`config.mk`:
```
export PLATFORM = sky130hd
export DESIGN_NAME = port_pin_control
export DESIGN_NICKNAME = d
export VERILOG_FILES = /design/src/port_pin_control.v
export VERILOG_INCLUDE_DIRS = /design/src
export SDC_FILE = /design/constraint.sdc
export NUM_CORES = 1
export LEC_CHECK = 0
export BUFFER_PORTS_ARGS = -buffer_cell sky130_fd_sc_hd__buf_2
export CAP_MARGIN = 20
export CORE_MARGIN = 2
export CORE_UTILIZATION = 45
export DETAILED_ROUTE_END_ITERATION = 16
export PLACE_DENSITY = 0.71
export SYNTH_ARGS = -nofsm -noshare
export SYNTH_HDL_FRONTEND = slang
export SYNTH_SLANG_ARGS = --single-unit
```
`constraint.sdc`:
```
create_clock -name clock -period 5.55 [get_ports clock]
set_clock_uncertainty 0.05 [all_clocks]
set_input_delay 0.555 -clock clock [delete_from_list [all_inputs] [get_ports clock]]
set_output_delay 0.555 -clock clock [all_outputs]
set_load 0.01 [all_outputs]
```
`src/pin_ctrl_defines.vh`:
```
// Register map, field masks, reset values and timing for the port M/P/Q pin control block
`ifndef PIN_CTRL_DEFINES_VH
`define PIN_CTRL_DEFINES_VH

// Register byte offsets on the APB bus
`define OFS_M_PIN_LEVEL      8'h00
`define OFS_M_DIRECTION      8'h04
`define OFS_M_DRIVE          8'h08
`define OFS_M_PULL_EN        8'h0c
`define OFS_M_PULL_POL       8'h10
`define OFS_M_OPEN_DRAIN     8'h14
`define OFS_P_LATCH          8'h18
`define OFS_P_PIN_LEVEL      8'h1c
`define OFS_P_DIRECTION      8'h20
`define OFS_P_DRIVE          8'h24
`define OFS_P_PULL_EN        8'h28
`define OFS_P_PULL_POL       8'h2c
`define OFS_Q_LATCH          8'h30

// Implemented bit positions per register
`define MASK_M_CTRL          8'hfb
`define MASK_M_OPEN_DRAIN    8'hf0
`define MASK_P               8'h3f
`define MASK_Q               8'h7f

// Port M pin groups taken over by peripherals
`define M_TWO_WIRE_PINS      8'hc0
`define M_DAC_PINS           8'h03
`define M_SCL_BIT            7
`define M_SDA_BIT            6
`define M_RX_BIT             4
`define M_TX_BIT             5

// Reset values
`define RST_M_PULL_EN        8'hf0
`define RST_ZERO             8'h00

// Bus answer timing
`define APB_WAIT_CYCLES      1

`endif

```
`src/port_pin_control.v`:
```
// Port M/P/Q pin control: APB register file, peripheral overrides and pad controls
`timescale 1ns/100ps
`include "pin_ctrl_defines.vh"

module port_pin_control (
  input  wire        clock,              // System clock, 100 MHz
  input  wire        arst_n,             // Asynchronous reset, active low
  input  wire        psel,               // APB select
  input  wire        penable,            // APB access phase
  input  wire        pwrite,             // APB write when high
  input  wire [7:0]  paddr,              // APB byte address
  input  wire [31:0] pwdata,             // APB write data
  output reg  [31:0] prdata,             // APB read data
  output reg         pready,             // APB ready
  output reg         pslverr,            // APB error, unmapped address
  input  wire [7:0]  port_m_latch,       // Port M data latch, held elsewhere
  input  wire [7:0]  port_q_direction,   // Port Q direction, held elsewhere
  input  wire        two_wire_en,        // Two-wire module enabled
  input  wire        two_wire_scl_low,   // Two-wire pulls clock line low
  input  wire        two_wire_sda_low,   // Two-wire pulls data line low
  input  wire        serial2_tx_en,      // Serial channel 2 transmitter enabled
  input  wire        serial2_rx_en,      // Serial channel 2 receiver enabled
  input  wire        serial2_tx_data,    // Serial channel 2 transmit level
  input  wire [1:0]  analog_out_en,      // Analog output channels 1 and 0 enabled
  input  wire [5:0]  pwm_en,             // PWM channel enables
  input  wire [5:0]  pwm_out,            // PWM channel output levels
  input  wire [6:0]  pwm_fault_in_en,    // Fault and current-sense input enables
  input  wire [7:0]  port_m_pins_in,     // Port M pad input levels
  input  wire [7:0]  port_p_pins_in,     // Port P pad input levels
  input  wire [7:0]  port_q_pins_in,     // Port Q pad input levels
  output reg  [7:0]  port_m_pins_out,    // Port M pad output levels
  output reg  [7:0]  port_m_pins_oe,     // Port M pad drive enables
  output reg  [7:0]  port_m_reduced,     // Port M reduced drive
  output reg  [7:0]  port_m_pull_up,     // Port M pull-up on
  output reg  [7:0]  port_m_pull_down,   // Port M pull-down on
  output reg  [7:0]  port_p_pins_out,    // Port P pad output levels
  output reg  [7:0]  port_p_pins_oe,     // Port P pad drive enables
  output reg  [7:0]  port_p_reduced,     // Port P reduced drive
  output reg  [7:0]  port_p_pull_up,     // Port P pull-up on
  output reg  [7:0]  port_p_pull_down,   // Port P pull-down on
  output reg  [7:0]  port_q_pins_out,    // Port Q pad output levels
  output reg  [7:0]  port_q_pins_oe,     // Port Q pad drive enables
  output reg  [7:0]  port_m_level,       // Synchronised port M levels to peripherals
  output reg  [7:0]  port_q_level        // Synchronised port Q levels to peripherals
);

  // Software registers
  reg  [7:0]  m_dir_r;
  reg  [7:0]  m_drive_r;
  reg  [7:0]  m_pull_en_r;
  reg  [7:0]  m_pull_pol_r;
  reg  [7:0]  m_od_r;
  reg  [7:0]  p_latch_r;
  reg  [7:0]  p_dir_r;
  reg  [7:0]  p_drive_r;
  reg  [7:0]  p_pull_en_r;
  reg  [7:0]  p_pull_pol_r;
  reg  [7:0]  q_latch_r;

  // Pin synchronisers
  reg  [7:0]  m_meta_r;
  reg  [7:0]  p_meta_r;
  reg  [7:0]  q_meta_r;
  reg  [7:0]  m_sync_r;
  reg  [7:0]  p_sync_r;
  reg  [7:0]  q_sync_r;

  // Bus decode
  wire        access;
  wire        wr_done;
  reg  [31:0] rdata_nxt;
  reg         mapped_nxt;

  // Pad control next values
  reg  [7:0]  m_is_out;
  reg  [7:0]  m_is_od;
  reg  [7:0]  m_lvl;
  wire [7:0]  m_drv_low;
  wire [7:0]  m_out_nxt;
  wire [7:0]  m_oe_nxt;
  wire [7:0]  m_pull_on;
  wire [7:0]  m_up_nxt;
  wire [7:0]  m_down_nxt;
  wire [7:0]  m_weak_nxt;
  wire [7:0]  p_is_out;
  wire [7:0]  p_out_nxt;
  wire [7:0]  p_in_pull;
  wire [7:0]  p_up_nxt;
  wire [7:0]  p_down_nxt;
  wire [7:0]  p_weak_nxt;
  wire [7:0]  q_is_out;
  wire [7:0]  q_out_nxt;
  wire [7:0]  p_latch_read;
  wire [7:0]  q_latch_read;
  genvar      idx;

  // Two-stage synchronisers; only the second stage is read anywhere
  always @(posedge clock or negedge arst_n) begin
    if (!arst_n) begin
      m_meta_r <= `RST_ZERO;
      m_sync_r <= `RST_ZERO;
    end else begin
      m_meta_r <= port_m_pins_in;
      m_sync_r <= m_meta_r;
    end
  end

  // Port P synchroniser
  always @(posedge clock or negedge arst_n) begin
    if (!arst_n) begin
      p_meta_r <= `RST_ZERO;
      p_sync_r <= `RST_ZERO;
    end else begin
      p_meta_r <= port_p_pins_in;
      p_sync_r <= p_meta_r;
    end
  end

  // Port Q synchroniser
  always @(posedge clock or negedge arst_n) begin
    if (!arst_n) begin
      q_meta_r <= `RST_ZERO;
      q_sync_r <= `RST_ZERO;
    end else begin
      q_meta_r <= port_q_pins_in;
      q_sync_r <= q_meta_r;
    end
  end

  // APB: one wait cycle, answer on the second access cycle
  assign access  = psel & penable;
  assign wr_done = access & pready & pwrite;

  always @* begin
    rdata_nxt  = 32'h0000_0000;
    mapped_nxt = 1'b1;
    if (paddr == `OFS_M_PIN_LEVEL) begin
      rdata_nxt[7:0] = m_sync_r;
    end else if (paddr == `OFS_M_DIRECTION) begin
      rdata_nxt[7:0] = m_dir_r;
    end else if (paddr == `OFS_M_DRIVE) begin
      rdata_nxt[7:0] = m_drive_r;
    end else if (paddr == `OFS_M_PULL_EN) begin
      rdata_nxt[7:0] = m_pull_en_r;
    end else if (paddr == `OFS_M_PULL_POL) begin
      rdata_nxt[7:0] = m_pull_pol_r;
    end else if (paddr == `OFS_M_OPEN_DRAIN) begin
      rdata_nxt[7:0] = m_od_r;
    end else if (paddr == `OFS_P_LATCH) begin
      rdata_nxt[7:0] = p_latch_read;
    end else if (paddr == `OFS_P_PIN_LEVEL) begin
      rdata_nxt[7:0] = p_sync_r & `MASK_P;
    end else if (paddr == `OFS_P_DIRECTION) begin
      rdata_nxt[7:0] = p_dir_r;
    end else if (paddr == `OFS_P_DRIVE) begin
      rdata_nxt[7:0] = p_drive_r;
    end else if (paddr == `OFS_P_PULL_EN) begin
      rdata_nxt[7:0] = p_pull_en_r;
    end else if (paddr == `OFS_P_PULL_POL) begin
      rdata_nxt[7:0] = p_pull_pol_r;
    end else if (paddr == `OFS_Q_LATCH) begin
      rdata_nxt[7:0] = q_latch_read;
    end else begin
      mapped_nxt = 1'b0;
    end
  end

  // Data latch readback picks latch or live pin per direction bit
  assign p_latch_read = ((p_latch_r & p_dir_r) | (p_sync_r & ~p_dir_r)) & `MASK_P;
  assign q_latch_read = ((q_latch_r & port_q_direction) |
                         (q_sync_r & ~port_q_direction)) & `MASK_Q;

  always @(posedge clock or negedge arst_n) begin
    if (!arst_n) begin
      pready  <= 1'b0;
      pslverr <= 1'b0;
      prdata  <= 32'h0000_0000;
    end else begin
      pready  <= access & ~pready;
      pslverr <= access & ~pready & ~mapped_nxt;
      prdata  <= (access & ~pready & ~pwrite) ? rdata_nxt : 32'h0000_0000;
    end
  end

  // Register writes; pin level offsets have no write path
  always @(posedge clock or negedge arst_n) begin
    if (!arst_n) begin
      m_dir_r      <= `RST_ZERO;
      m_drive_r    <= `RST_ZERO;
      m_pull_en_r  <= `RST_M_PULL_EN;
      m_pull_pol_r <= `RST_ZERO;
      m_od_r       <= `RST_ZERO;
      p_latch_r    <= `RST_ZERO;
      p_dir_r      <= `RST_ZERO;
      p_drive_r    <= `RST_ZERO;
      p_pull_en_r  <= `RST_ZERO;
      p_pull_pol_r <= `RST_ZERO;
      q_latch_r    <= `RST_ZERO;
    end else if (wr_done) begin
      if (paddr == `OFS_M_DIRECTION) begin
        m_dir_r <= pwdata[7:0] & `MASK_M_CTRL;
      end else if (paddr == `OFS_M_DRIVE) begin
        m_drive_r <= pwdata[7:0] & `MASK_M_CTRL;
      end else if (paddr == `OFS_M_PULL_EN) begin
        m_pull_en_r <= pwdata[7:0] & `MASK_M_CTRL;
      end else if (paddr == `OFS_M_PULL_POL) begin
        m_pull_pol_r <= pwdata[7:0] & `MASK_M_CTRL;
      end else if (paddr == `OFS_M_OPEN_DRAIN) begin
        m_od_r <= pwdata[7:0] & `MASK_M_OPEN_DRAIN;
      end else if (paddr == `OFS_P_LATCH) begin
        p_latch_r <= pwdata[7:0] & `MASK_P;
      end else if (paddr == `OFS_P_DIRECTION) begin
        p_dir_r <= pwdata[7:0] & `MASK_P;
      end else if (paddr == `OFS_P_DRIVE) begin
        p_drive_r <= pwdata[7:0] & `MASK_P;
      end else if (paddr == `OFS_P_PULL_EN) begin
        p_pull_en_r <= pwdata[7:0] & `MASK_P;
      end else if (paddr == `OFS_P_PULL_POL) begin
        p_pull_pol_r <= pwdata[7:0] & `MASK_P;
      end else if (paddr == `OFS_Q_LATCH) begin
        q_latch_r <= pwdata[7:0] & `MASK_Q;
      end
    end
  end

  // Port M: direction bits only read here, never rewritten by overrides
  always @* begin
    m_is_out = m_dir_r;
    m_is_od  = m_od_r;
    m_lvl    = port_m_latch;
    if (two_wire_en) begin
      m_is_out[`M_SCL_BIT] = two_wire_scl_low;
      m_is_out[`M_SDA_BIT] = two_wire_sda_low;
      m_is_od[`M_SCL_BIT]  = 1'b1;
      m_is_od[`M_SDA_BIT]  = 1'b1;
      m_lvl[`M_SCL_BIT]    = 1'b0;
      m_lvl[`M_SDA_BIT]    = 1'b0;
    end
    if (serial2_tx_en) begin
      m_is_out[`M_TX_BIT] = 1'b1;
      m_lvl[`M_TX_BIT]    = serial2_tx_data;
    end
    if (serial2_rx_en) begin
      m_is_out[`M_RX_BIT] = 1'b0;
    end
    if (analog_out_en[1]) begin
      m_is_out[1] = 1'b1;
      m_lvl[1]    = 1'b0;
    end
    if (analog_out_en[0]) begin
      m_is_out[0] = 1'b1;
      m_lvl[0]    = 1'b0;
    end
  end

  // Port M per pin; an open-drain output drives only the low level
  generate
    for (idx = 0; idx < 8; idx = idx + 1) begin : g_port_m
      assign m_drv_low[idx]  = m_is_od[idx] & m_is_out[idx];
      assign m_oe_nxt[idx]   = m_is_out[idx] & ~(m_drv_low[idx] & m_lvl[idx]);
      assign m_out_nxt[idx]  = m_lvl[idx] & ~m_drv_low[idx];
      // Pull stays on for open-drain outputs, whose high level floats
      assign m_pull_on[idx]  = m_pull_en_r[idx] & (~m_is_out[idx] | m_is_od[idx]);
      assign m_up_nxt[idx]   = m_pull_on[idx] & ~m_pull_pol_r[idx];
      assign m_down_nxt[idx] = m_pull_on[idx] & m_pull_pol_r[idx];
      assign m_weak_nxt[idx] = m_drive_r[idx] & m_is_out[idx];
    end
  endgenerate

  // Port P: enabled PWM channel owns its pin
  generate
    for (idx = 0; idx < 8; idx = idx + 1) begin : g_port_p
      if (idx < 6) begin : g_pin
        assign p_is_out[idx]   = pwm_en[idx] | p_dir_r[idx];
        assign p_out_nxt[idx]  = pwm_en[idx] ? pwm_out[idx] : p_latch_r[idx];
        assign p_in_pull[idx]  = p_pull_en_r[idx] & ~p_is_out[idx];
        assign p_up_nxt[idx]   = p_in_pull[idx] & ~p_pull_pol_r[idx];
        assign p_down_nxt[idx] = p_in_pull[idx] & p_pull_pol_r[idx];
        assign p_weak_nxt[idx] = p_drive_r[idx] & p_is_out[idx];
      // Missing pins stay inputs with every pad control off
      end else begin : g_none
        assign p_is_out[idx]   = 1'b0;
        assign p_out_nxt[idx]  = 1'b0;
        assign p_in_pull[idx]  = 1'b0;
        assign p_up_nxt[idx]   = 1'b0;
        assign p_down_nxt[idx] = 1'b0;
        assign p_weak_nxt[idx] = 1'b0;
      end
    end
  endgenerate

  // Port Q: enabled fault or current-sense input forces input
  generate
    for (idx = 0; idx < 8; idx = idx + 1) begin : g_port_q
      if (idx < 7) begin : g_pin
        assign q_is_out[idx]  = port_q_direction[idx] & ~pwm_fault_in_en[idx];
        assign q_out_nxt[idx] = q_latch_r[idx] & q_is_out[idx];
      // Missing pin stays an input
      end else begin : g_none
        assign q_is_out[idx]  = 1'b0;
        assign q_out_nxt[idx] = 1'b0;
      end
    end
  endgenerate

  // Registered port M pad controls and level feed
  always @(posedge clock or negedge arst_n) begin
    if (!arst_n) begin
      port_m_pins_out  <= `RST_ZERO;
      port_m_pins_oe   <= `RST_ZERO;
      port_m_reduced   <= `RST_ZERO;
      port_m_pull_up   <= `RST_M_PULL_EN;
      port_m_pull_down <= `RST_ZERO;
      port_m_level     <= `RST_ZERO;
    end else begin
      port_m_pins_out  <= m_out_nxt;
      port_m_pins_oe   <= m_oe_nxt;
      port_m_reduced   <= m_weak_nxt;
      port_m_pull_up   <= m_up_nxt;
      port_m_pull_down <= m_down_nxt;
      port_m_level     <= m_sync_r;
    end
  end

  // Registered port P pad controls
  always @(posedge clock or negedge arst_n) begin
    if (!arst_n) begin
      port_p_pins_out  <= `RST_ZERO;
      port_p_pins_oe   <= `RST_ZERO;
      port_p_reduced   <= `RST_ZERO;
      port_p_pull_up   <= `RST_ZERO;
      port_p_pull_down <= `RST_ZERO;
    end else begin
      port_p_pins_out  <= p_out_nxt;
      port_p_pins_oe   <= p_is_out;
      port_p_reduced   <= p_weak_nxt;
      port_p_pull_up   <= p_up_nxt;
      port_p_pull_down <= p_down_nxt;
    end
  end

  // Registered port Q pad controls and level feed
  always @(posedge clock or negedge arst_n) begin
    if (!arst_n) begin
      port_q_pins_out <= `RST_ZERO;
      port_q_pins_oe  <= `RST_ZERO;
      port_q_level    <= `RST_ZERO;
    end else begin
      port_q_pins_out <= q_out_nxt;
      port_q_pins_oe  <= q_is_out;
      port_q_level    <= q_sync_r & `MASK_Q;
    end
  end

endmodule // port_pin_control

```
==> out/metrics.sh, run 1 <==
RUN_STATUS='finished, final reports clean'
CTS_ROOT_BUF='sky130_fd_sc_hd__clkbuf_16'
CTS.SINKS=216
SYNTHESIS.YOSYS.WARNINGS=0
CRITICAL_PATH.SLOWEST_CELL='sky130_fd_sc_hd__or4_1'
CLKTRANSATPATHREGS_NS=0.06
DIE_WIDTH_UM=142
SETUP_VIOL_COUNT_FINAL=0
PLACEMENT_ROW_COUNT=50
NETLIST-CELL-TYPE-COUNT=56
POWER_FRAC_SEQ_PCT=49.5
NETS=968
PLACE_INST=1065
HTREEDEPTH=1
POWER.SWITCHING_W=0.000734
INSTANCES_NO_FILL=1106
DRCVIOLATIONCOUNT=0
POWER.CLOCK.FRACTION_PCT=44.9
CTS_TREE='done'
POST_CTS.RESIZED_INSTANCES=0
INITIAL_UTILIZATION_PCT=45.8
REGTOREGENDPOINT='m_drive_r[4]$_DFFE_PN0P_'
FINALWEIGHTEDCONGESTION=0.916
INTPOWER_W=0.00255
SYNTH-SEQ-AREA-SHARE_PCT=63.4
TNS_NS=0
SYNTH_FF_TYPE='sky130_fd_sc_hd__dfrtp_1'
P_LEAK_nW=5.24
VERTICAL_DIE_DIMENSION_UM=142
DRT-VIAS-PER-INSTANCE=5.19
CRITICAL_PATH.ENDPOINT_TYPE='flop'
ANTENNA_CELLS=0
GRT_PASS1_WL_UM=30700
TIMING.FMAX_GHz=0.386
GRT_ANTENNA_BEFORE_REPAIR=1
RSZ_0062_RAISED_AFTER_GLOBAL_ROUTING='false'
GRT_START_MAX_NET_PINS=119
VIA_COUNT_OF_THE_FIRST_GLOBAL_ROUTING_PASS=5659
POST-ROUTE-PERIOD-UTIL_PCT=46.7
POWER.SWITCHING_FRACTION_PCT=22.3
COMBINATIONALPOWERSHARE_PCT=5.7
MAX-VDD-IR-DROP_mV=0.218
TIMING_WORST_SETUP_PATH_TYPE='in -> reg'
WORST-SLEW-PIN-TRANSITION_NS=0.939
CRIT_CHAIN='buf_2 > nand2_1 > or4_1 > mux2_4'
ASYNC_SET_OR_RESET_FLOP_FRACTION_IN_THE_SYNTHESIZED_NETLIST_PCT=100
CP.ARRIVAL_NS=2.94
WL_MET1_UM=8190
CTS-HOLD-FIX-BUFFERS=0
DIEAREA_UM2=20100
CRITICAL_PATH.STARTPOINT_TYPE='primary input'
FINAL_MAX_SLEW_VIOL_COUNT=0
SYNTH-SEQ-CELLS=216
CLKLATENCYLATEPIN_NS=0.51
CP_MAX_FO=37
SYN_AREA_PER_CELL_UM2=12.9
DETAILROUTE.VIA_COUNT=5745
WORSTPATHREQUIRED_NS=5.90
NUMBER_OF_SYNTHESIZED_FLOPS_WITH_AN_ENABLE_PIN=0
REGTOREGSETUPSLACK_NS=3.19
CORE_REGION_AREA_UM2=18600
NETLIST_INSTANCES=663
ROUTEDWLPERCELL_UM=17.9
TOPROUTINGLAYERUSED='met5'
DRT_PASS1_ITERATIONS=5
DRT_FIRST_ITER_VIOLATIONS=413
CLK_PATH_BUF_DEPTH=3
MAXCAPVIOLATIONS=0
PLACE.DETAILED.HPWL_UM=13900
WORSTREG2REGSTART='pready$_DFF_PN0_'
FINAL.MIN_CLOCK_PERIOD_NS=2.59
FINAL_HOLD_VIOL_COUNT=0
REG2REGPATHDEPTH=4
ROUTED_WIRELENGTH_UM=19800
PORT-BUFFER-COUNT=188
IO_PINS=258
LAYOUT-AREA-OVERHEAD-VS-SYNTH_PCT=20.3
CTS_BUFFERS=23
POST_ROUTE_CELLS_DRIVE_ABOVE_1_SHARE_PCT=36.9
LAYOUT.FILLER_CELLS=1607
ROUTED-WL-MET2_UM=9410
WORST_HOLD_PATH_TYPE='in -> async'
CELLPOWERDENSITY_nW_PER_UM2=320
MET3_WIRELENGTH_UM=1650
GRT_OVERFLOW=0
POSTROUTEANTENNANETS=0
SYNTHESIS.AREA_UM2=8540
MAX_SLEW_MARGIN_PCT=37.1
TOTAL_GLOBAL_ROUTING_TRACK_UTILIZATION_PCT=19.7
TIMING.CRITICAL_PATH.SLOWEST_CELL_DELAY_NS=0.86
POSTCTSSETUPBUFFERS=0
-- worst max-delay path, delay by kind of cell --
kind                   cells  cell delay (ns)
and+or+nand+nor            2             1.33
buffers and inverters      1             0.64
muxes                      1             0.38
-- metal layers --
metal | GRT usage (%) | vias to the layer above
met1 | 27.2 | 2826
met2 | 31.3 | 268
met4 | 6.37 | 2
met5 | 0 | -
li1 | - | 2604
met3 | 4.35 | 45
-- state kept, by name (all words and copies together) (netlist names), 8 cells and up --
signal and cells:
port_m_pins_out 8, port_m_level 8, m_meta_r 8, prdata 8, m_sync_r 8
-- cells in the final DEF (no fill, tap or decap), types with 6 or more instances in the layout --
cell type                   netlist  layout
sky130_fd_sc_hd__mux2i_1         19      19
sky130_fd_sc_hd__conb_1           1      41
sky130_fd_sc_hd__nand3_1          8       8
sky130_fd_sc_hd__nor3_1           9       9
sky130_fd_sc_hd__a211oi_1         6       6
sky130_fd_sc_hd__a31oi_1          6       6
sky130_fd_sc_hd__mux2_2          66      66
sky130_fd_sc_hd__and3_1           8       8
sky130_fd_sc_hd__clkbuf_1         6       8
sky130_fd_sc_hd__dfstp_2          8       8
sky130_fd_sc_hd__mux2_4           6       6
sky130_fd_sc_hd__nor2_1          46      46
sky130_fd_sc_hd__clkbuf_16        0      23
sky130_fd_sc_hd__o21ai_0         27      27
sky130_fd_sc_hd__a21oi_1         21      21
sky130_fd_sc_hd__nor2b_1         21      21
sky130_fd_sc_hd__nand2_1         40      40
sky130_fd_sc_hd__nand2b_1         9       9
sky130_fd_sc_hd__buf_2           11     187
sky130_fd_sc_hd__and2_1          11      11
sky130_fd_sc_hd__inv_1           17      17
sky130_fd_sc_hd__dfrtp_1        208     208
-- per-stage QoR --
stage	setup WS, ns	hold WS, ns	power, W	instance area, um2	util [%]
after floorplan	3.33	0.209	0.00176	8690	-
after global placement	2.47	0.283	0.00184	9540	51.2
after detailed placement	2.46	0.285	0.00184	9540	51.2
after CTS	3.00	0.0834	0.00332	10300	55.1
after global routing	2.83	0.0758	0.00341	10300	55.1
final	2.96	0.0468	0.00329	10300	55.1
-- Yosys cell counts (all sizes together), types with 9 or more instances --
library cell | n | area [um2]
buf | 58 | 397
nor2b | 21 | 131
inv | 17 | 63.8
mux2 | 72 | 833
nand2 | 40 | 150
mux2i | 19 | 190
dfrtp | 208 | 5200
and2 | 11 | 68.8
nor3 | 9 | 45.0
nand2b | 9 | 56.3
a21oi | 21 | 105
nor2 | 49 | 191
o21ai | 27 | 135
-- final cells by class --
class | count | area (um2) | share of cell area (%)
flip-flops and latches | 216 | 5420 | 52.7
multi-input cells | 406 | 2790 | 27.1
repair buffers | 192 | 981 | 9.55
clock buffers | 36 | 674 | 6.56
well taps | 234 | 293 | 2.85
inverters | 17 | 63.8 | 0.621
clock inverters | 5 | 57.6 | 0.560
-- power by group through the flow --
stage	Sequential (W)	Combinational, W	Clock, W
floorplan	0.00166	0.0000939	0
global placement	0.00165	0.000187	0
detailed placement	0.00165	0.000188	0
CTS	0.00163	0.000189	0.00150
global route	0.00163	0.000209	0.00157
finish	0.00163	0.000186	0.00147
-- how the worst max path moves through the flow --
stage	from	to	cells after the start
after floorplan	paddr[7]	q_latch_r[0]$_DFFE_PN0P_	7
after global placement	paddr[2]	p_pull_pol_r[5]$_DFFE_PN0P_	4
after detailed placement	paddr[2]	p_pull_pol_r[3]$_DFFE_PN0P_	4
after CTS	paddr[2]	p_pull_pol_r[3]$_DFFE_PN0P_	4
after global routing	paddr[2]	q_latch_r[0]$_DFFE_PN0P_	7
final	paddr[2]	p_pull_pol_r[3]$_DFFE_PN0P_	4
-- cells by family after synthesis --
logic type	synth area share [%]
AO/OA/AOI/OAI	7.11
buffers and inverters	5.66
flip-flops	63.4
multiplexers	12.8
other	0.0439
AND/OR/NAND/NOR	11.0
Note: power is estimated with default switching activity, not from simulation.
==> inputs of run 2 (changes only) <==
--- a/config.mk
+++ b/config.mk
@@ -11,7 +11,7 @@
 export CORE_MARGIN = 2
 export CORE_UTILIZATION = 45
 export DETAILED_ROUTE_END_ITERATION = 16
-export PLACE_DENSITY = 0.71
+export PLACE_DENSITY = 0.74
 export SYNTH_ARGS = -nofsm -noshare
 export SYNTH_HDL_FRONTEND = slang
 export SYNTH_SLANG_ARGS = --single-unit
==> constraint.sdc (replaced) <==
create_clock -name clock -period 2.3 [get_ports clock]
set_clock_uncertainty 0.05 [all_clocks]
set_input_delay 0.23 -clock clock [delete_from_list [all_inputs] [get_ports clock]]
set_output_delay 0.23 -clock clock [all_outputs]
set_load 0.01 [all_outputs]
==> out/metrics.sh, run 2 (synthesis results as in run 1) <==
FINAL_MAX_SLEW_VIOL_COUNT=0
GRT_ANTENNA_BEFORE_REPAIR=1
DIE_WIDTH_UM=142
INITIAL_UTILIZATION_PCT=45.8
WORSTPATHREQUIRED_NS=2.62
POSTLAYOUTCELLAREA_UM2=11400
TOTAL_POWER_W=0.00803
FINAL_CELL_MIX='208 x sky130_fd_sc_hd__dfrtp_1, 187 x sky130_fd_sc_hd__buf_2, 78 x sky130_fd_sc_hd__dlygate4sd3_1'
INSTANCES_NO_FILL=1222
CTS_BUFFERS=23
CLKTRANSATPATHREGS_NS=0.06
POWER.SWITCHING_W=0.00182
PORT-BUFFER-COUNT=188
GRT_PASS1_WL_UM=35000
NETS=1083
CELLPOWERDENSITY_nW_PER_UM2=705
ROUTEDWLPERCELL_UM=18.2
CTS_ROOT_BUF='sky130_fd_sc_hd__clkbuf_16'
CORE_REGION_AREA_UM2=18600
RUN_STATUS='finished, final reports clean'
GRT_START_MAX_NET_PINS=74
WORST_HOLD_PATH_TYPE='in -> reg'
POWER.SWITCHING_FRACTION_PCT=22.7
DRT-VIAS-PER-INSTANCE=5.14
PLACE_INST=1102
POSTROUTEANTENNANETS=0
CP_MAX_FO=6
SETUP_VIOL_COUNT_FINAL=0
LAYOUT.FILLER_CELLS=1451
CRITICAL_PATH.ENDPOINT_TYPE='flop'
DRT_PASS1_ITERATIONS=5
COMBINATIONALPOWERSHARE_PCT=7.5
P_LEAK_nW=5.78
FINAL_CORE_UTILIZATION_PCT=61.1
TIMING.FMAX_GHz=0.470
VERTICAL_DIE_DIMENSION_UM=142
WORST-SLEW-PIN-TRANSITION_NS=0.694
LAYOUT.CELLS.MOST_COMMON='sky130_fd_sc_hd__dfrtp_1'
DETAILROUTE.VIA_COUNT=6281
PLACEMENT_ROW_COUNT=50
FINAL_HOLD_VIOL_COUNT=0
DIEAREA_UM2=20100
CRITICAL_PATH.STARTPOINT_TYPE='flop'
FINALWEIGHTEDCONGESTION=0.929
LAYOUT-AREA-OVERHEAD-VS-SYNTH_PCT=33.4
POWER.CLOCK.FRACTION_PCT=43.6
MAX-VDD-IR-DROP_mV=0.521
POSTPLACECELLAREA_UM2=9880
MAXCAPVIOLATIONS=0
DRT_FIRST_ITER_VIOLATIONS=368
TNS_NS=0
POSTCTSSETUPBUFFERS=0
CLK_PATH_BUF_DEPTH=3
IO_PINS=258
GRT_OVERFLOW=0
POST_ROUTE_CELLS_DRIVE_ABOVE_1_SHARE_PCT=36.8
CP.ARRIVAL_NS=2.45
PLACE.DETAILED.HPWL_UM=15000
TOTAL_GLOBAL_ROUTING_TRACK_UTILIZATION_PCT=22.3
POST_CTS.RESIZED_INSTANCES=0
VIA_COUNT_OF_THE_FIRST_GLOBAL_ROUTING_PASS=6537
FINAL.MIN_CLOCK_PERIOD_NS=2.13
MAX_SLEW_MARGIN_PCT=53.4
ROUTED_WIRELENGTH_UM=22300
POST-ROUTE-PERIOD-UTIL_PCT=92.6
POWER_FRAC_SEQ_PCT=48.9
CTS.SINKS=216
CLKLATENCYLATEPIN_NS=0.50
HTREEDEPTH=1
INTPOWER_W=0.00621
CTS_TREE='done'
DRCVIOLATIONCOUNT=0
TIMING_WORST_SETUP_PATH_TYPE='reg -> reg'
RSZ_0062_RAISED_AFTER_GLOBAL_ROUTING='false'
[run 2: cell count changes in the layout (fill, tap and decap cells not counted), sizes merged]
cell         previous run  this run
clkinv                  2         8
inv                    19        17
clkinvlp                0         2
dlygate4sd3             0        78
diode                   0         1
buf                   192       229
clkbuf                 36        30
[run 2: area by class of cell]
cell class              count  area, um2  share of cell area (%)
flip-flops and latches    216       5420                    47.5
multi-input cells         406       2790                    24.5
repair buffers            307       2100                    18.5
clock buffers              30        632                    5.55
well taps                 234        293                    2.57
clock inverters            11       92.6                   0.813
inverters                  17       63.8                   0.560
diodes                      1       2.50                  0.0220
[run 2: metal layers]
metal / vias up / wire length [um] / GRT usage [%]
met5: - / 0 / 0
met3: 47 / 1390 / 3.64
met2: 267 / 11000 / 38.5
met1: 3130 / 9340 / 29.4
met4: 0 / 596 / 6.26
li1: 2837 / - / -
[run 2: worst paths after layout]
| path | startpoint | end | slack [ns] | cells after the start |
|---|---|---|---|---|
| hold reg to reg | q_meta_r[2]$_DFF_PN0_ | q_sync_r[2]$_DFF_PN0_ | 0.30 | 0 |
| hold / removal | pwdata[2] | p_pull_pol_r[2]$_DFFE_PN0P_ | 0.01 | 2 |
| min in group asynchronous | arst_n | port_q_pins_oe[3]$_DFF_PN0_ | 0.24 | 2 |
| setup reg to reg | pready$_DFF_PN0_ | p_latch_r[4]$_DFFE_PN0P_ | 0.17 | 5 |
| max in group asynchronous | arst_n | port_m_pull_up[7]$_DFF_PN1_ | 1.18 | 3 |
| setup / recovery | pready$_DFF_PN0_ | p_latch_r[4]$_DFFE_PN0P_ | 0.17 | 5 |
[run 2: worst max-delay path, stage by stage, from the launching register on]
cell                      delay, ns
sky130_fd_sc_hd__dfrtp_1       0.42
sky130_fd_sc_hd__nand4_1       0.36
sky130_fd_sc_hd__or3_1         0.52
sky130_fd_sc_hd__nor2_2        0.11
sky130_fd_sc_hd__buf_4         0.19
sky130_fd_sc_hd__mux2_2        0.35
[run 2: stage by stage]
step / hold slack (ns) / setup slack [ns]
finish: 0.0135 / 0.170
global route: 0.0235 / 0.0807
CTS: 0.00551 / 0.246
detailed placement: 0.187 / 0.113
global placement: 0.186 / 0.188
floorplan: -0.116 / 0.409
[run 2: power by group through the flow]
stage | combinational [W] | sequential [W] | clock, W
5_1_grt | 0.000663 | 0.00393 | 0.00374
3_3_place_gp | 0.000486 | 0.00399 | 0
6_report | 0.000603 | 0.00392 | 0.00350
2_1_floorplan | 0.000227 | 0.00401 | 0
3_5_place_dp | 0.000493 | 0.00399 | 0
4_1_cts | 0.000596 | 0.00392 | 0.00358
[run 2: what timing repair did]
item                       in CTS  in global routing
hold buffers                   78                  0
hold endpoints to repair      153                  0
setup endpoints to repair       0                  0
==> inputs of run 3 (changes only) <==
--- a/config.mk
+++ b/config.mk
@@ -8,10 +8,12 @@
 export LEC_CHECK = 0
 export BUFFER_PORTS_ARGS = -buffer_cell sky130_fd_sc_hd__buf_2
 export CAP_MARGIN = 20
+export CELL_PAD_IN_SITES_DETAIL_PLACEMENT = 0
+export CELL_PAD_IN_SITES_GLOBAL_PLACEMENT = 1
 export CORE_MARGIN = 2
-export CORE_UTILIZATION = 45
+export CORE_UTILIZATION = 36
 export DETAILED_ROUTE_END_ITERATION = 16
-export PLACE_DENSITY = 0.74
+export PLACE_DENSITY_LB_ADDON = 0.1
 export SYNTH_ARGS = -nofsm -noshare
 export SYNTH_HDL_FRONTEND = slang
 export SYNTH_SLANG_ARGS = --single-unit
==> out/metrics.sh, run 3 (synthesis results as in run 1) <==
TIMING.FMAX_GHz=0.546
RSZ_0062_RAISED_AFTER_GLOBAL_ROUTING='false'
CRITICAL_PATH.ENDPOINT_TYPE='flop'
CTS_ROOT_BUF='sky130_fd_sc_hd__clkbuf_16'
DIEAREA_UM2=25000
GRT_PASS1_WL_UM=36300
POST-ROUTE-PERIOD-UTIL_PCT=79.6
LAYOUT-AREA-OVERHEAD-VS-SYNTH_PCT=37.0
MAXCAPVIOLATIONS=0
INITIAL_UTILIZATION_PCT=36.5
CTS-HOLD-FIX-BUFFERS=78
TOTAL_GLOBAL_ROUTING_TRACK_UTILIZATION_PCT=19.1
FINAL.MIN_CLOCK_PERIOD_NS=1.83
VERTICAL_DIE_DIMENSION_UM=158
PLACE.DETAILED.HPWL_UM=17100
SETUP_VIOL_COUNT_FINAL=0
WORSTPATHREQUIRED_NS=2.63
REG2REGPATHDEPTH=6
PORT-BUFFER-COUNT=188
TOPROUTINGLAYERUSED='met5'
CORE_REGION_AREA_UM2=23400
CTS_BUFFERS=24
CELLPOWERDENSITY_nW_PER_UM2=719
VIA_COUNT_OF_THE_FIRST_GLOBAL_ROUTING_PASS=6490
LAYOUT.CELLS.MOST_COMMON='sky130_fd_sc_hd__dfrtp_1'
DRCVIOLATIONCOUNT=0
POST-ROUTE-WORST-SETUP-SLACK_NS=0.470
REGTOREGSETUPSLACK_NS=0.52
ROUTED-WL-MET2_UM=11500
TIMING_WORST_SETUP_PATH_TYPE='in -> reg'
POST_CTS.RESIZED_INSTANCES=0
FINAL_CELL_MIX='208 x sky130_fd_sc_hd__dfrtp_1, 187 x sky130_fd_sc_hd__buf_2, 78 x sky130_fd_sc_hd__dlygate4sd3_1'
FINALWEIGHTEDCONGESTION=0.839
LAYOUT.FILLER_CELLS=2196
CRITICAL_PATH.STARTPOINT_TYPE='primary input'
CLK_PATH_BUF_DEPTH=3
DIE_WIDTH_UM=158
DETAILROUTE.VIA_COUNT=6159
NETS=1100
REGTOREGENDPOINT='prdata[0]$_DFF_PN0_'
HOLDWS_NS=0.0247
MAX_SLEW_MARGIN_PCT=41.9
FINAL_CORE_UTILIZATION_PCT=50.0
MAX-VDD-IR-DROP_mV=0.442
GRT_ANTENNA_BEFORE_REPAIR=2
PLACE_WORST_SETUP_SLACK_NS=-0.0250
CLKTRANSATPATHREGS_NS=0.06
CTS.SINKS=216
WHS_PATH_DEPTH=3
HTREEDEPTH=1
POST_ROUTE_CELLS_DRIVE_ABOVE_1_SHARE_PCT=37.6
ROUTED_WIRELENGTH_UM=23700
DRT-VIAS-PER-INSTANCE=4.65
POSTROUTEANTENNANETS=0
P_LEAK_nW=5.90
GRT_OVERFLOW=0
FINAL_MAX_SLEW_VIOL_COUNT=0
MET3_WIRELENGTH_UM=1210
PLACEMENT_ROW_COUNT=56
CLKLATENCYLATEPIN_NS=0.52
WORST_HOLD_PATH_TYPE='in -> reg'
POSTCTSSETUPBUFFERS=0
WORST-SLEW-PIN-TRANSITION_NS=0.860
CTS_TREE='done'
CRIT_END='port_m_pins_oe[6]$_DFF_PN0_'
RUN_STATUS='finished, final reports clean'
IO_PINS=258
FINAL_HOLD_VIOL_COUNT=0
WL_MET1_UM=10400
CRITICAL_PATH.STARTPOINT='two_wire_sda_low'
ROUTEDWLPERCELL_UM=17.9
WORSTREG2REGSTART='p_dir_r[0]$_DFFE_PN0P_'
DRT_FIRST_ITER_VIOLATIONS=253
GRT_START_MAX_NET_PINS=86
CP.ARRIVAL_NS=2.16
DRT_PASS1_ITERATIONS=4
CP_MAX_FO=2
[run 3: cell types whose count changed in the layout (fill, tap and decap cells not counted)]
cell and change:
sky130_fd_sc_hd__clkbuf_1 +2, sky130_fd_sc_hd__clkbuf_16 +2, sky130_fd_sc_hd__clkinvlp_4 -2, sky130_fd_sc_hd__clkinv_4 -1
sky130_fd_sc_hd__clkbuf_8 +4, sky130_fd_sc_hd__buf_12 -1, sky130_fd_sc_hd__buf_4 +17, sky130_fd_sc_hd__clkinv_2 -5
sky130_fd_sc_hd__bufinv_16 +1
[run 3: final cells by class]
| cell class | count | area, um2 | share of cell area [%] |
|---|---|---|---|
| Sequential cell | 216 | 5420 | 46.3 |
| Antenna cell | 1 | 2.50 | 0.0214 |
| Tap cell | 319 | 399 | 3.41 |
| Inverter | 17 | 63.8 | 0.546 |
| Multi-Input combinational cell | 406 | 2790 | 23.8 |
| Timing Repair Buffer | 323 | 2210 | 18.9 |
| Clock buffer | 38 | 744 | 6.36 |
| Clock inverter | 4 | 73.8 | 0.631 |
[run 3: metal layers]
metal  global-route usage, %  up-vias
li1                        -     2864
met1                    25.6     3079
met2                    32.5      178
met3                    3.26       36
met4                    4.93        2
met5                       0        -
[run 3: critical path, stage by stage]
cell and delay, ns:
sky130_fd_sc_hd__dlygate4sd3_1 0.54, sky130_fd_sc_hd__buf_2 0.12, sky130_fd_sc_hd__nand2_1 0.05, sky130_fd_sc_hd__dlygate4sd3_1 0.57
sky130_fd_sc_hd__o21ai_0 0.09, sky130_fd_sc_hd__dlygate4sd3_1 0.56
[run 3: power breakdown]
group	internal [W]	total, W	switching, W
combinational	0.000266	0.000608	0.000342
sequential	0.00389	0.00392	0.0000328
clock	0.00243	0.00388	0.00145
total	0.00658	0.00841	0.00182
[run 3: worst min path at each step]
stage,start,endpoint,slack [ns]
5_1_grt,psel,pslverr$_DFF_PN0_,0.04
2_1_floorplan,arst_n,m_dir_r[0]$_DFFE_PN0P_,-0.12
6_report,psel,pslverr$_DFF_PN0_,0.02
3_5_place_dp,arst_n,port_q_level[1]$_DFF_PN0_,0.07
4_1_cts,psel,pslverr$_DFF_PN0_,0.01
3_3_place_gp,arst_n,port_q_pins_oe[1]$_DFF_PN0_,0.06
[run 3: per-stage QoR]
step	setup TNS, ns	std cells	power [W]	area [um2]
global route	0	1324	0.00875	11700
detailed placement	-0.0250	1203	0.00450	10100
floorplan	0	703	0.00424	8690
finish	0	1324	0.00841	11700
CTS	0	1323	0.00852	11700
global placement	-0.0172	1203	0.00449	10100
